[config.mk]
export PLATFORM = sky130hd
export DESIGN_NAME = pc_stack_indirect_addr
export DESIGN_NICKNAME = d
export VERILOG_FILES = /design/src/design/pcflow_pkg.sv /design/src/design/pc_stack_indirect_addr.sv
export SDC_FILE = /design/constraint.sdc
export NUM_CORES = 1
export LEC_CHECK = 0
export ABC_AREA = 1
export BUFFER_PORTS_ARGS = -buffer_cell sky130_fd_sc_hd__buf_2
export CORE_ASPECT_RATIO = 0.9
export CORE_MARGIN = 3
export CORE_UTILIZATION = 48
export CTS_CLUSTER_DIAMETER = 30
export DETAILED_ROUTE_END_ITERATION = 6
export PLACE_DENSITY_LB_ADDON = 0.25
export SLEW_MARGIN = 20
export SYNTH_ARGS = -nofsm -noshare
export SYNTH_HDL_FRONTEND = slang
export SYNTH_SLANG_ARGS = --single-unit
[constraint.sdc]
create_clock -name clk -period 5.7 [get_ports clk]
set_clock_uncertainty 0.2 [all_clocks]
set_input_delay 1.71 -clock clk [delete_from_list [all_inputs] [get_ports clk]]
set_output_delay 1.71 -clock clk [all_outputs]
set_load 0.1 [all_outputs]
[src/design/pcflow_pkg.sv]
// Purpose: Shared constants and carriers for program flow and addressing
// Assumes: Single core clock, synchronous active-low reset
// Notes: Operation codes are driven by the instruction decoder
package pcflow_pkg;
  localparam int PC_W = 13;
  localparam int LOW_W = 8;
  localparam int HIGH_W = 5;
  localparam int JUMP_W = 11;
  localparam int PAGE_LSB = 3;
  localparam int PAGE_MSB = 4;
  localparam int STACK_DEPTH = 8;
  localparam int PTR_W = 3;
  localparam int DADDR_W = 9;
  localparam logic [PC_W-1:0] PC_RESET = 13'h0000;
  localparam logic [LOW_W-1:0] LATCH_RESET = 8'h00;
  localparam logic [LOW_W-1:0] PTR_RESET = 8'h00;
  localparam logic [LOW_W-1:0] SELF_READ_VALUE = 8'h00;

  typedef enum logic [2:0] {
    OP_STEP = 3'b000,
    OP_JUMP = 3'b001,
    OP_CALL = 3'b010,
    OP_RETURN = 3'b011,
    OP_VECTOR = 3'b100,
    OP_HOLD = 3'b101
  } flow_op_e;

  typedef struct packed {
    flow_op_e op;
    logic [JUMP_W-1:0] target;
    logic [PC_W-1:0] vector_addr;
  } flow_cmd_s;

  typedef struct packed {
    logic rd;
    logic wr;
    logic indirect;
    logic [LOW_W-1:0] wdata;
  } data_req_s;
endpackage : pcflow_pkg

[src/design/pc_stack_indirect_addr.sv]
// Purpose: Program counter, return stack and indirect address former
// Assumes: Decoder gives one flow command per cycle, synchronous inputs
// Notes: Data memory itself lives outside; this block forms its address
//
// Summary of operation
// - 13-bit program counter; low byte read and written by software.
// - Upper five bits unreadable; software writes them only through the high latch.
// - Any reset clears the program counter upper bits.
// - Low byte write loads upper bits from latch bits 4 to 0.
// - Jump or call uses 11 instruction bits plus latch bits 4 and 3.
// - Eight-entry 13-bit stack, pointer hidden from software.
// - Call pushes the program counter plus one; interrupt vector pushes the current one.
// - Any return without a low byte write in the same cycle pops and restores the full 13-bit counter.
// - Pushes and pops leave the high latch unchanged.
// - Stack wraps circularly; ninth push overwrites the first.
// - No overflow or underflow status is given.
// - Indirect register accesses the register the file pointer names.
// - Indirect through itself reads 00h, writes change nothing.
// - Indirect address is bank bit above the 8-bit file pointer.
`timescale 1ns/1ps
module pc_stack_indirect_addr #(
  parameter int DEPTH = pcflow_pkg::STACK_DEPTH
) (
  input wire logic clk,
  input wire logic rst_n,
  input wire pcflow_pkg::flow_cmd_s cmd,
  input wire logic low_byte_wr,
  input wire logic [pcflow_pkg::LOW_W-1:0] low_byte_wdata,
  input wire logic latch_wr,
  input wire logic [pcflow_pkg::LOW_W-1:0] latch_wdata,
  input wire logic ptr_wr,
  input wire logic [pcflow_pkg::LOW_W-1:0] ptr_wdata,
  input wire logic indirect_bank_bit,
  input wire pcflow_pkg::data_req_s dreq,
  input wire logic [pcflow_pkg::LOW_W-1:0] mem_rdata,
  output logic [pcflow_pkg::PC_W-1:0] pc,
  output logic [pcflow_pkg::LOW_W-1:0] pc_low_byte,
  output logic [pcflow_pkg::LOW_W-1:0] pc_high_latch,
  output logic [pcflow_pkg::LOW_W-1:0] file_pointer_reg,
  output logic [pcflow_pkg::DADDR_W-1:0] ind_addr,
  output logic mem_wr_en,
  output logic [pcflow_pkg::LOW_W-1:0] ind_rdata
);
  localparam int PW = $clog2(DEPTH);

  logic [pcflow_pkg::PC_W-1:0] pc_r;
  logic [pcflow_pkg::PC_W-1:0] pc_nxt;
  logic [pcflow_pkg::LOW_W-1:0] latch_r;
  logic [pcflow_pkg::LOW_W-1:0] fsr_r;
  logic [PW-1:0] sp_r;
  logic [PW-1:0] sp_nxt;
  logic [pcflow_pkg::PC_W-1:0] stack_mem [DEPTH];

  wire logic is_call = cmd.op == pcflow_pkg::OP_CALL;
  wire logic is_jump = cmd.op == pcflow_pkg::OP_JUMP;
  wire logic is_ret = cmd.op == pcflow_pkg::OP_RETURN;
  wire logic is_vec = cmd.op == pcflow_pkg::OP_VECTOR;
  wire logic is_hold = cmd.op == pcflow_pkg::OP_HOLD;
  wire logic do_push = is_call || is_vec;
  wire logic [pcflow_pkg::PC_W-1:0] pc_inc = pc_r + 13'h0001;
  wire logic [pcflow_pkg::PC_W-1:0] jump_addr =
    {latch_r[pcflow_pkg::PAGE_MSB:pcflow_pkg::PAGE_LSB], cmd.target};
  wire logic [pcflow_pkg::PC_W-1:0] low_wr_addr =
    {latch_r[pcflow_pkg::HIGH_W-1:0], low_byte_wdata};
  // pop full 13-bit entry
  // Pop on an empty stack wraps and reads a stale entry
  wire logic [PW-1:0] sp_pop = sp_r - 1'b1;
  wire logic [pcflow_pkg::PC_W-1:0] ret_addr = stack_mem[sp_pop];
  wire logic [pcflow_pkg::DADDR_W-1:0] ind_addr_w = {indirect_bank_bit, fsr_r};
  wire logic self_ref = fsr_r == pcflow_pkg::PTR_RESET;

  // Low byte write outranks sequencing, as the write is the instruction
  always_comb begin
    pc_nxt = pc_inc;
    sp_nxt = sp_r;
    if (low_byte_wr) begin
      pc_nxt = low_wr_addr;
    end else begin
      case (cmd.op)
        pcflow_pkg::OP_STEP: pc_nxt = pc_inc;
        pcflow_pkg::OP_JUMP: pc_nxt = jump_addr;
        pcflow_pkg::OP_CALL: pc_nxt = jump_addr;
        pcflow_pkg::OP_RETURN: pc_nxt = ret_addr;
        pcflow_pkg::OP_VECTOR: pc_nxt = cmd.vector_addr;
        pcflow_pkg::OP_HOLD: pc_nxt = pc_r;
        default: pc_nxt = pc_inc;
      endcase
    end
    if (do_push && !low_byte_wr) begin
      sp_nxt = sp_r + 1'b1;
    end else if (is_ret && !low_byte_wr) begin
      sp_nxt = sp_pop;
    end
  end

  always_ff @(posedge clk) begin
    if (!rst_n) begin
      pc_r <= pcflow_pkg::PC_RESET;
      sp_r <= '0;
    end else begin
      pc_r <= pc_nxt;
      sp_r <= sp_nxt;
    end
  end

  // stack storage, hidden pointer
  // Call pushes the return address, vector the interrupted one
  // Entries have no reset; only the pointer is cleared
  always_ff @(posedge clk) begin
    if (do_push && !low_byte_wr) begin
      stack_mem[sp_r] <= is_call ? pc_inc : pc_r;
    end
  end

  always_ff @(posedge clk) begin
    if (!rst_n) begin
      latch_r <= pcflow_pkg::LATCH_RESET;
      fsr_r <= pcflow_pkg::PTR_RESET;
    end else begin
      if (latch_wr) latch_r <= latch_wdata;
      if (ptr_wr) fsr_r <= ptr_wdata;
    end
  end

  assign pc = pc_r;
  assign pc_low_byte = pc_r[pcflow_pkg::LOW_W-1:0];
  assign pc_high_latch = latch_r;
  assign file_pointer_reg = fsr_r;
  assign ind_addr = ind_addr_w;
  assign mem_wr_en = dreq.indirect && dreq.wr && !self_ref;
  assign ind_rdata = self_ref ? pcflow_pkg::SELF_READ_VALUE : mem_rdata;

  // Flow checks watch registered outputs one edge after the command; indirect access checks hold in the same cycle, the address check one edge after ptr_wr
  // jump page select
  a_jump_page: assert property (@(posedge clk) disable iff (!rst_n)
    is_jump && !low_byte_wr |=> pc == $past(jump_addr))
    else $error("jump target wrong");
  a_low_write: assert property (@(posedge clk) disable iff (!rst_n)
    low_byte_wr |=> pc[12:8] == $past(latch_r[4:0]))
    else $error("low write high bits wrong");
  a_low_value: assert property (@(posedge clk) disable iff (!rst_n)
    low_byte_wr |=> pc_low_byte == $past(low_byte_wdata))
    else $error("low byte value wrong");
  a_step_inc: assert property (@(posedge clk) disable iff (!rst_n)
    cmd.op == pcflow_pkg::OP_STEP && !low_byte_wr
    |=> pc == $past(pc) + 13'h0001)
    else $error("step did not increment");
  a_call_return: assert property (@(posedge clk) disable iff (!rst_n)
    is_call && !low_byte_wr ##1 is_ret && !low_byte_wr
    |=> pc == $past(pc, 2) + 13'h0001)
    else $error("return address wrong");
  a_vector_load: assert property (@(posedge clk) disable iff (!rst_n)
    is_vec && !low_byte_wr |=> pc == $past(cmd.vector_addr))
    else $error("vector target wrong");
  a_latch_stable: assert property (@(posedge clk) disable iff (!rst_n)
    (do_push || is_ret) && !latch_wr |=> $stable(latch_r))
    else $error("latch changed by stack");
  a_self_read: assert property (@(posedge clk) disable iff (!rst_n)
    self_ref |-> ind_rdata == 8'h00 && !mem_wr_en)
    else $error("self reference not blocked");
  a_ind_write: assert property (@(posedge clk) disable iff (!rst_n)
    dreq.indirect && dreq.wr && !self_ref |-> mem_wr_en)
    else $error("indirect write lost");
  a_ind_addr: assert property (@(posedge clk) disable iff (!rst_n)
    ptr_wr |=> ind_addr[7:0] == $past(ptr_wdata))
    else $error("indirect address wrong");
  a_reset_clear: assert property (@(posedge clk)
    !rst_n |=> pc == 13'h0000)
    else $error("reset did not clear pc");
  a_reset_regs: assert property (@(posedge clk)
    !rst_n |=> pc_high_latch == 8'h00 && file_pointer_reg == 8'h00)
    else $error("reset did not clear registers");
  a_stack_wrap: assert property (@(posedge clk) disable iff (!rst_n)
    do_push && !low_byte_wr && sp_r == 3'h7 |=> sp_r == 3'h0)
    else $error("stack did not wrap");
  a_pop_wrap: assert property (@(posedge clk) disable iff (!rst_n)
    is_ret && !low_byte_wr && sp_r == 3'h0 |=> sp_r == 3'h7)
    else $error("pop did not wrap");
  a_hold_stays: assert property (@(posedge clk) disable iff (!rst_n)
    is_hold && !low_byte_wr |=> $stable(pc))
    else $error("hold changed pc");

  // Main scenarios
  c_call: cover property (@(posedge clk) disable iff (!rst_n) is_call);
  c_vector: cover property (@(posedge clk) disable iff (!rst_n) is_vec);
  c_wrap: cover property (@(posedge clk) disable iff (!rst_n)
    do_push && sp_r == 3'h7);
  c_self: cover property (@(posedge clk) disable iff (!rst_n)
    dreq.indirect && dreq.wr && self_ref);
  c_underflow: cover property (@(posedge clk) disable iff (!rst_n)
    is_ret && sp_r == 3'h0);
endmodule : pc_stack_indirect_addr

[Word level (Yosys, flattened, before mapping)]
Memory sizes are Yosys's and may differ from the RTL's.
Cells that the tools add are included.
Word-level totals
  register bits after elaboration: 32
  RAM bits: 104
  input bits: 76
  output and inout bits: 55
  word-level logic and storage cells: 32
  memories kept: 1
Cells by class
  add/sub/neg operators: 3
  equality and inequality tests: 6
  mux-type cells: 8
  reduce and logical (&&, ||, !) cells: 10
Memories
  stack_mem: depth 8, bits a word 13, rd ports 1, clocked after Yosys merged registers in 0, wr ports 1, RTL line pc_stack_indirect_addr.sv:52  | logic [pcflow_pkg::PC_W-1:0] stack_mem [DEPTH];
Operators with widths (count)
  $pmux W13 S4: 1
  $mux W13: 2
  $add A13 B1 Y13 const B: 1
  $logic_not A8 Y1: 1
  $mux W8: 1
  $eq A3 B2 Y1 const B: 2
  $eq A3 B3 Y1 const B: 2
  $mux W3: 2
  $logic_and A1 B1 Y1: 4
  $add A3 B1 Y3 const B: 1
  $eq A3 B1 Y1 const B: 1
  $sub A3 B1 Y3 const B: 1
  $logic_not A1 Y1: 2
  $mux W1: 2
  $ne A2 B2 Y1 const B: 1
  $reduce_bool A2 Y1: 1
  $reduce_or A2 Y1: 1
  $logic_or A1 B1 Y1: 1

[Longest topological paths before layout]
Gate-level depths: netlist of run 1.
  depth after elaboration: 5
  mapped depth: 13
  depth with buffers taken out: 11

[Worst setup path after synthesis of run 1]
Ideal clock, no wire load.
  path kind: input port to output port
  from: input port dreq[8] (netlist bit)
  to: output port mem_wr_en
  arrival time: 3.008 ns
  required time: 3.790 ns
  slack: 0.782 ns
  cell stages on the path: 2
  buffers on the path: 0
  cells stage by stage: nand2_1 nor2_1
Between the ends
  cells in the longest elaborated chain, start to end: 2
RTL lines
  start, declared: RTL line pc_stack_indirect_addr.sv:34  | input wire pcflow_pkg::data_req_s dreq,
  $logic_and A1 B1 Y1 (2 in a row): RTL line pc_stack_indirect_addr.sv:130  | assign mem_wr_en = dreq.indirect && dreq.wr && !self_ref;
  end, declared: RTL line pc_stack_indirect_addr.sv:41  | output logic mem_wr_en,
No other way between the ends.

[Final worst setup path of run 1]
  from: input port mem_rdata[3] (netlist bit)
  to: output port ind_rdata[3] (netlist bit)
Between the ends
  cells in the longest elaborated chain, start to end: 1
RTL lines
  start, declared: RTL line pc_stack_indirect_addr.sv:35  | input wire logic [pcflow_pkg::LOW_W-1:0] mem_rdata,
  $mux W8: RTL line pc_stack_indirect_addr.sv:131  | assign ind_rdata = self_ref ? pcflow_pkg::SELF_READ_VALUE : mem_rdata;
  end, declared: RTL line pc_stack_indirect_addr.sv:42  | output logic [pcflow_pkg::LOW_W-1:0] ind_rdata
No other way between the ends.

==> impl_metrics.yaml, run 1 <==
status:
  status: "finished clean"
worst_setup_path:
  cp_num_buf_inv: 3
  required_ns: 3.79
  worst_path_most_repeated_cell: "buf_2"
  cpLargestDelayFamily: "buffers and inverters"
  crit_arrival_ns: 2.37
  slowest_stage: "buf_2"
  crit_chain: "buf_2, inv_1, nor2_1, buf_2"
  crit_type: "input port to output port"
  cp-end-kind: "output port"
  start_kind: "input port"
  critical_path.max_fanout: 1
  max_stage_delay_ns: 0.44
route:
  ant_nets: 0
  drt_iter0_drc: 357
  via_per_inst: 5.42
  wl_per_cell_um: 17.2
  dr.pass1.iters: 5
  postRouteWirelength_um: 16300
  drcViolationCount: 0
  num_vias: 5141
layout:
  synthToLayoutAreaGrowth_pct: 17.1
  largest_reg_flops: 104
  layout-drive-gt1-share_pct: 23.3
  n_antenna_cell: 0
  final_nets: 851
  top_register: "stack_mem"
  n_fill_cell: 1121
synth:
  yosys_warnings: 0
  syn_area_sq_um: 6420
  synth_edf_count: 104
  synth_flop_cell: "edfxtp_1"
  synth_cells: 671
  ys_types: 39
  syn_avg_cell_area_sq_um: 9.57
  yosysSeqAreaShare_pct: 58.6
  syn-num-nets: 750
  synthArstFlopShare_pct: 0
  ys_ff_latch: 136
clock_tree:
  htree_num_levels: 4
  cts.sinks: 136
  root_buffer: "clkbuf_16"
  cts_hold_buf: 0
  clock_latency_ns: 0.41
  ctsResizeCount: 0
  cts_buffer_depth: 2
  tritoncts: "built"
  postCtsSetupRepairBufs: 0
  numCtsBuffers: 17
  clk_pin_slew_worst_paths_ns: 0.06
flow_run:
  drv_cap: 0
sta:
  final_max_slew_viol_count: 0
  rsz0062_at_grt: "no"
  final-setup-viol-count: 0
  setup-tns-final_ns: 0
  whs_ns: 0.284
  worstMarginPinSlew_ns: 1.06
  fmaxAchievable_mhz: 233
  finalHoldViolCount: 0
  post-route-min-period_ns: 4.28
  slew_headroom_pct: 28.4
  period_share_pct: 75.2
floorplanning:
  die_w_um: 128
  start_util_pct: 49.9
  core_area_sq_um: 12900
  die-area_sq_um: 14800
  rows: 39
  die_h_um: 116
  ios: 131
power:
  peakVddDrop_mv: 0.290
  power.density_nw_per_um2: 352
  cellLeakagePower_uw: 0.00307
grt:
  grt_max_degree: 58
  antenna_found_initial: 0
  overflow: 0
  grt_pass1_vias: 4874
  grt.total_usage_pct: 22.7
  grt_pass1_wl_um: 25400
worst_hold_path:
  holdCritPathClass: "register to register"
place:
  gp_congestion: 0.909
  numPortBuffers: 119
  dpl.hpwl_um: 11400
-- layer usage --
layer / wire length, um / track usage, %
met4: 214 / 7.00
met1: 6670 / 29.2
met2: 7980 / 37.3
met3: 1470 / 6.77
met5: 0 / 0
-- power breakdown --
group          internal, uW  total (uW)  switching, uW
clock                   594         995            401
combinational           109         528            419
sequential             1100        1130           25.7
-- cell usage after synthesis (all sizes together), types with 2 or more instances --
cell type  count  area share, %
nor2         146            8.8
edfxtp       104             49
nand2         99            6.0
o21ai         77            6.1
inv           44            2.6
buf           43            4.6
nand3         38            3.3
dfxtp         32             10
a21oi         22            1.7
o211ai        19            2.2
o221ai         9            1.2
xor2           8            1.2
xnor2          6            1.1
clkbuf         5           0.45
o22ai          5           0.49
ha             3           0.58
nor3           3           0.31
nor4           2           0.19
or2            2           0.19
-- cells in the final DEF, fill, tap and decap left out, types with 2 or more instances in the layout --
| cell type | count |
|---|---|
| or2_2 | 2 |
| nor3_1 | 2 |
| clkbuf_16 | 17 |
| edfxtp_1 | 104 |
| xnor2_1 | 5 |
| a21oi_1 | 22 |
| o221ai_1 | 9 |
| nand2_1 | 96 |
| buf_2 | 119 |
| o21ai_1 | 3 |
| clkbuf_1 | 2 |
| buf_4 | 11 |
| xor2_1 | 7 |
| nand3_2 | 4 |
| nor2_2 | 2 |
| ha_1 | 3 |
| clkinvlp_4 | 4 |
| o211ai_1 | 19 |
| nor2_1 | 142 |
| nand3_1 | 34 |
| o22ai_1 | 5 |
| nor4_1 | 2 |
| inv_1 | 37 |
| clkinv_2 | 5 |
| inv_2 | 6 |
| clkinv_1 | 2 |
| dfxtp_1 | 32 |
| o21ai_0 | 73 |
| nand2_2 | 2 |
| nor2_4 | 2 |
-- logic make-up (layout without fill, tap and decap cells) --
| kind of cell | Yosys count | count (layout) | synth area share [%] |
|---|---|---|---|
| xor+xnor | 14 | 14 | 2.32 |
| fa+ha+maj | 3 | 3 | 0.584 |
| compound gates | 133 | 133 | 11.8 |
| flops | 136 | 136 | 58.6 |
| simple gates | 292 | 292 | 19.0 |
| buf+inv | 93 | 207 | 7.69 |
-- worst paths after layout --
check	cells past startpoint	endpoint	slack, ns	from
worst min register to register	2	pc_high_latch[4]	0.28	pc_high_latch[4]
worst min-delay path	2	pc_high_latch[4]	0.28	pc_high_latch[4]
worst max register to register	11	pc[3]	2.37	sp_r[0]
worst max-delay path	4	ind_rdata[3]	1.42	mem_rdata[3]
-- area by class of cell --
cell class | instances | area (sq um) | share of cell area, %
clock buffers | 19 | 433 | 5.75
clock inverters | 13 | 106 | 1.41
inverters | 45 | 171 | 2.28
multi-input cells | 442 | 2170 | 28.8
flip-flops and latches | 136 | 3760 | 50.0
well taps | 164 | 205 | 2.73
repair buffers | 130 | 678 | 9.01
-- tightest hold or removal path, stage by stage, from the launching register on --
cell and delay [ns]:
dfxtp_1 0.33, inv_1 0.06, a21oi_1 0.05
-- per-stage QoR --
step           instance area, sq um  utilization, %  cells  total power (uW)  worst slack [ns]
6_report                       7520            58.4    949              2650              1.42
4_1_cts                        7520            58.4    949              2660              1.40
3_5_place_dp                   6980            54.2    917              1680              1.40
5_1_grt                        7520            58.4    949              2750              1.37
3_3_place_gp                   6980            54.2    917              1670              1.39
2_1_floorplan                  6420               -    671              1580             0.782
Power figures use the tool's default switching activity.
==> run 2: changes to the inputs <==
==> constraint.sdc (replaced) <==
create_clock -name clk -period 3.98 [get_ports clk]
set_clock_uncertainty 0.2 [all_clocks]
set_input_delay 1.194 -clock clk [delete_from_list [all_inputs] [get_ports clk]]
set_output_delay 1.194 -clock clk [all_outputs]
set_load 0.1 [all_outputs]
==> run 2 against run 1 <==
Effect of this change: worst setup slack worse by 0.67 ns; count of clock-buffer cells in the layout is 1 lower; via count is 2.0% higher; global-route usage is 0.15 points higher; first-iteration DRC count is 11% higher.
==> impl_metrics.yaml, run 2 (same netlist as run 1, synthesis figures left out) <==
status:
  status: "finished clean"
place:
  post-place-cells: 924
  numPortBuffers: 119
  place_area_sq_um: 7040
  gp_congestion: 0.903
  dpl.hpwl_um: 11500
clock_tree:
  ctsResizeCount: 0
  postCtsSetupRepairBufs: 0
  numCtsBuffers: 17
  clock_latency_ns: 0.42
  tritoncts: "built"
  clk_pin_slew_worst_paths_ns: 0.06
  cts.sinks: 136
  cts_buffer_depth: 2
  cts_hold_buf: 0
  htree_num_levels: 4
  root_buffer: "clkbuf_16"
worst_setup_path:
  rr_worst_depth: 10
  crit_type: "input port to output port"
  critical_path.max_fanout: 1
  required_ns: 2.59
  r2r-start: "sp_r[1]"
  cp-end-kind: "output port"
  r2r_slack_ns: 1.12
  r2r_end: "pc[2]"
  start_kind: "input port"
  crit_arrival_ns: 1.85
worst_hold_path:
  holdPathEnd: "pc_high_latch[4]"
  holdCritPathClass: "register to register"
  hold_path.startpoint: "pc_high_latch[4]"
  holdPathStages: 2
power:
  combPwrFrac_pct: 18.9
  p_sw_share_pct: 30.7
  p_int_uw: 2790
  switching_power_uw: 1240
  seq_power_share_pct: 40.1
  p_clk_share_pct: 41.0
  peakVddDrop_mv: 0.316
  power.density_nw_per_um2: 526
  power_uw: 4030
  cellLeakagePower_uw: 0.00315
route:
  drt_iter0_drc: 398
  num_vias: 5245
  postRouteWirelength_um: 16600
  ant_nets: 0
  drcViolationCount: 0
  wl_per_cell_um: 17.3
  via_per_inst: 5.49
  dr.pass1.iters: 7
layout:
  mostFrequentLayoutCell: "nor2_1"
  n_fill_cell: 1094
  final_nets: 858
  final_cells: 956
  final_cell_mix: "142 x nor2_1, 119 x buf_2, 104 x edfxtp_1"
  utilization_pct: 59.5
  largest_reg_flops: 104
  n_antenna_cell: 0
  layout-drive-gt1-share_pct: 24.0
  top_register: "stack_mem"
  multi_input_area_sq_um: 2170
  synthToLayoutAreaGrowth_pct: 19.3
  seq_area_sq_um: 3760
  finalInstanceArea_sq_um: 7660
grt:
  overflow: 0
  grt.total_usage_pct: 22.8
  grt_pass1_vias: 4984
  grt_max_degree: 57
  antenna_found_initial: 0
  grt_pass1_wl_um: 25700
floorplanning:
  rows: 39
  start_util_pct: 49.9
  core_area_sq_um: 12900
  die-area_sq_um: 14800
  die_w_um: 128
  die_h_um: 116
  ios: 131
sta:
  post-route-min-period_ns: 3.24
  fmaxAchievable_mhz: 309
  rsz0062_at_grt: "no"
  final-setup-viol-count: 0
  finalHoldViolCount: 0
  slew_headroom_pct: 40.3
  worstMarginPinSlew_ns: 0.887
  whs_ns: 0.295
  period_share_pct: 81.4
  final_max_slew_viol_count: 0
flow_run:
  drv_cap: 0
## run 2: cell count changes in the layout (fill, tap and decap cells not counted)
cell and delta:
clkinv_2 -5, bufinv_16 +3, buf_4 +7, clkinvlp_4 -2, inv_6 +3, clkbuf_1 -1
clkinv_4 +1, clkinv_1 +1
## run 2: critical path: stages
cell,delay [ns]
buf_2,0.09
inv_1,0.03
nor2_1,0.09
buf_2,0.43
## run 2: routing by layer
metal,track usage [%],routed length (um),vias up
met3,6.87,1580,29
met2,37.9,8210,242
met5,0,0,-
met1,28.7,6460,2483
met4,7.85,313,0
li1,-,-,2491
## run 2: power groups by stage
| stage | clock network, uW | logic, uW | registers, uW |
|---|---|---|---|
| after floorplan | 0 | 459 | 1800 |
| after global placement | 0 | 747 | 1640 |
| after detailed placement | 0 | 759 | 1650 |
| after CTS | 1670 | 763 | 1620 |
| after global routing | 1720 | 815 | 1620 |
| final | 1650 | 762 | 1620 |
## run 2: layout make-up
cell class / count / share of cell area [%]
flip-flops and latches: 136 / 49.1
multi-input cells: 442 / 28.3
repair buffers: 137 / 9.54
clock buffers: 18 / 5.60
well taps: 164 / 2.68
clock inverters: 14 / 2.55
inverters: 45 / 2.24
## run 2: per-stage QoR
| step | worst slack (ns) | setup TNS, ns |
|---|---|---|
| floorplan | -0.138 | -1.24 |
| finish | 0.741 | 0 |
| global placement | 0.734 | 0 |
| CTS | 0.732 | 0 |
| detailed placement | 0.733 | 0 |
| global route | 0.658 | 0 |
## run 2: how the worst max path moves through the flow
stage | depth (start not counted) | start | slack (ns) | endpoint
floorplan | 4 | file_pointer_reg[7] | -0.14 | ind_rdata[0]
global placement | 4 | mem_rdata[3] | 0.73 | ind_rdata[3]
detailed placement | 4 | mem_rdata[2] | 0.73 | ind_rdata[2]
CTS | 4 | mem_rdata[2] | 0.73 | ind_rdata[2]
global route | 4 | file_pointer_reg[7] | 0.66 | mem_wr_en
finish | 4 | mem_rdata[2] | 0.74 | ind_rdata[2]
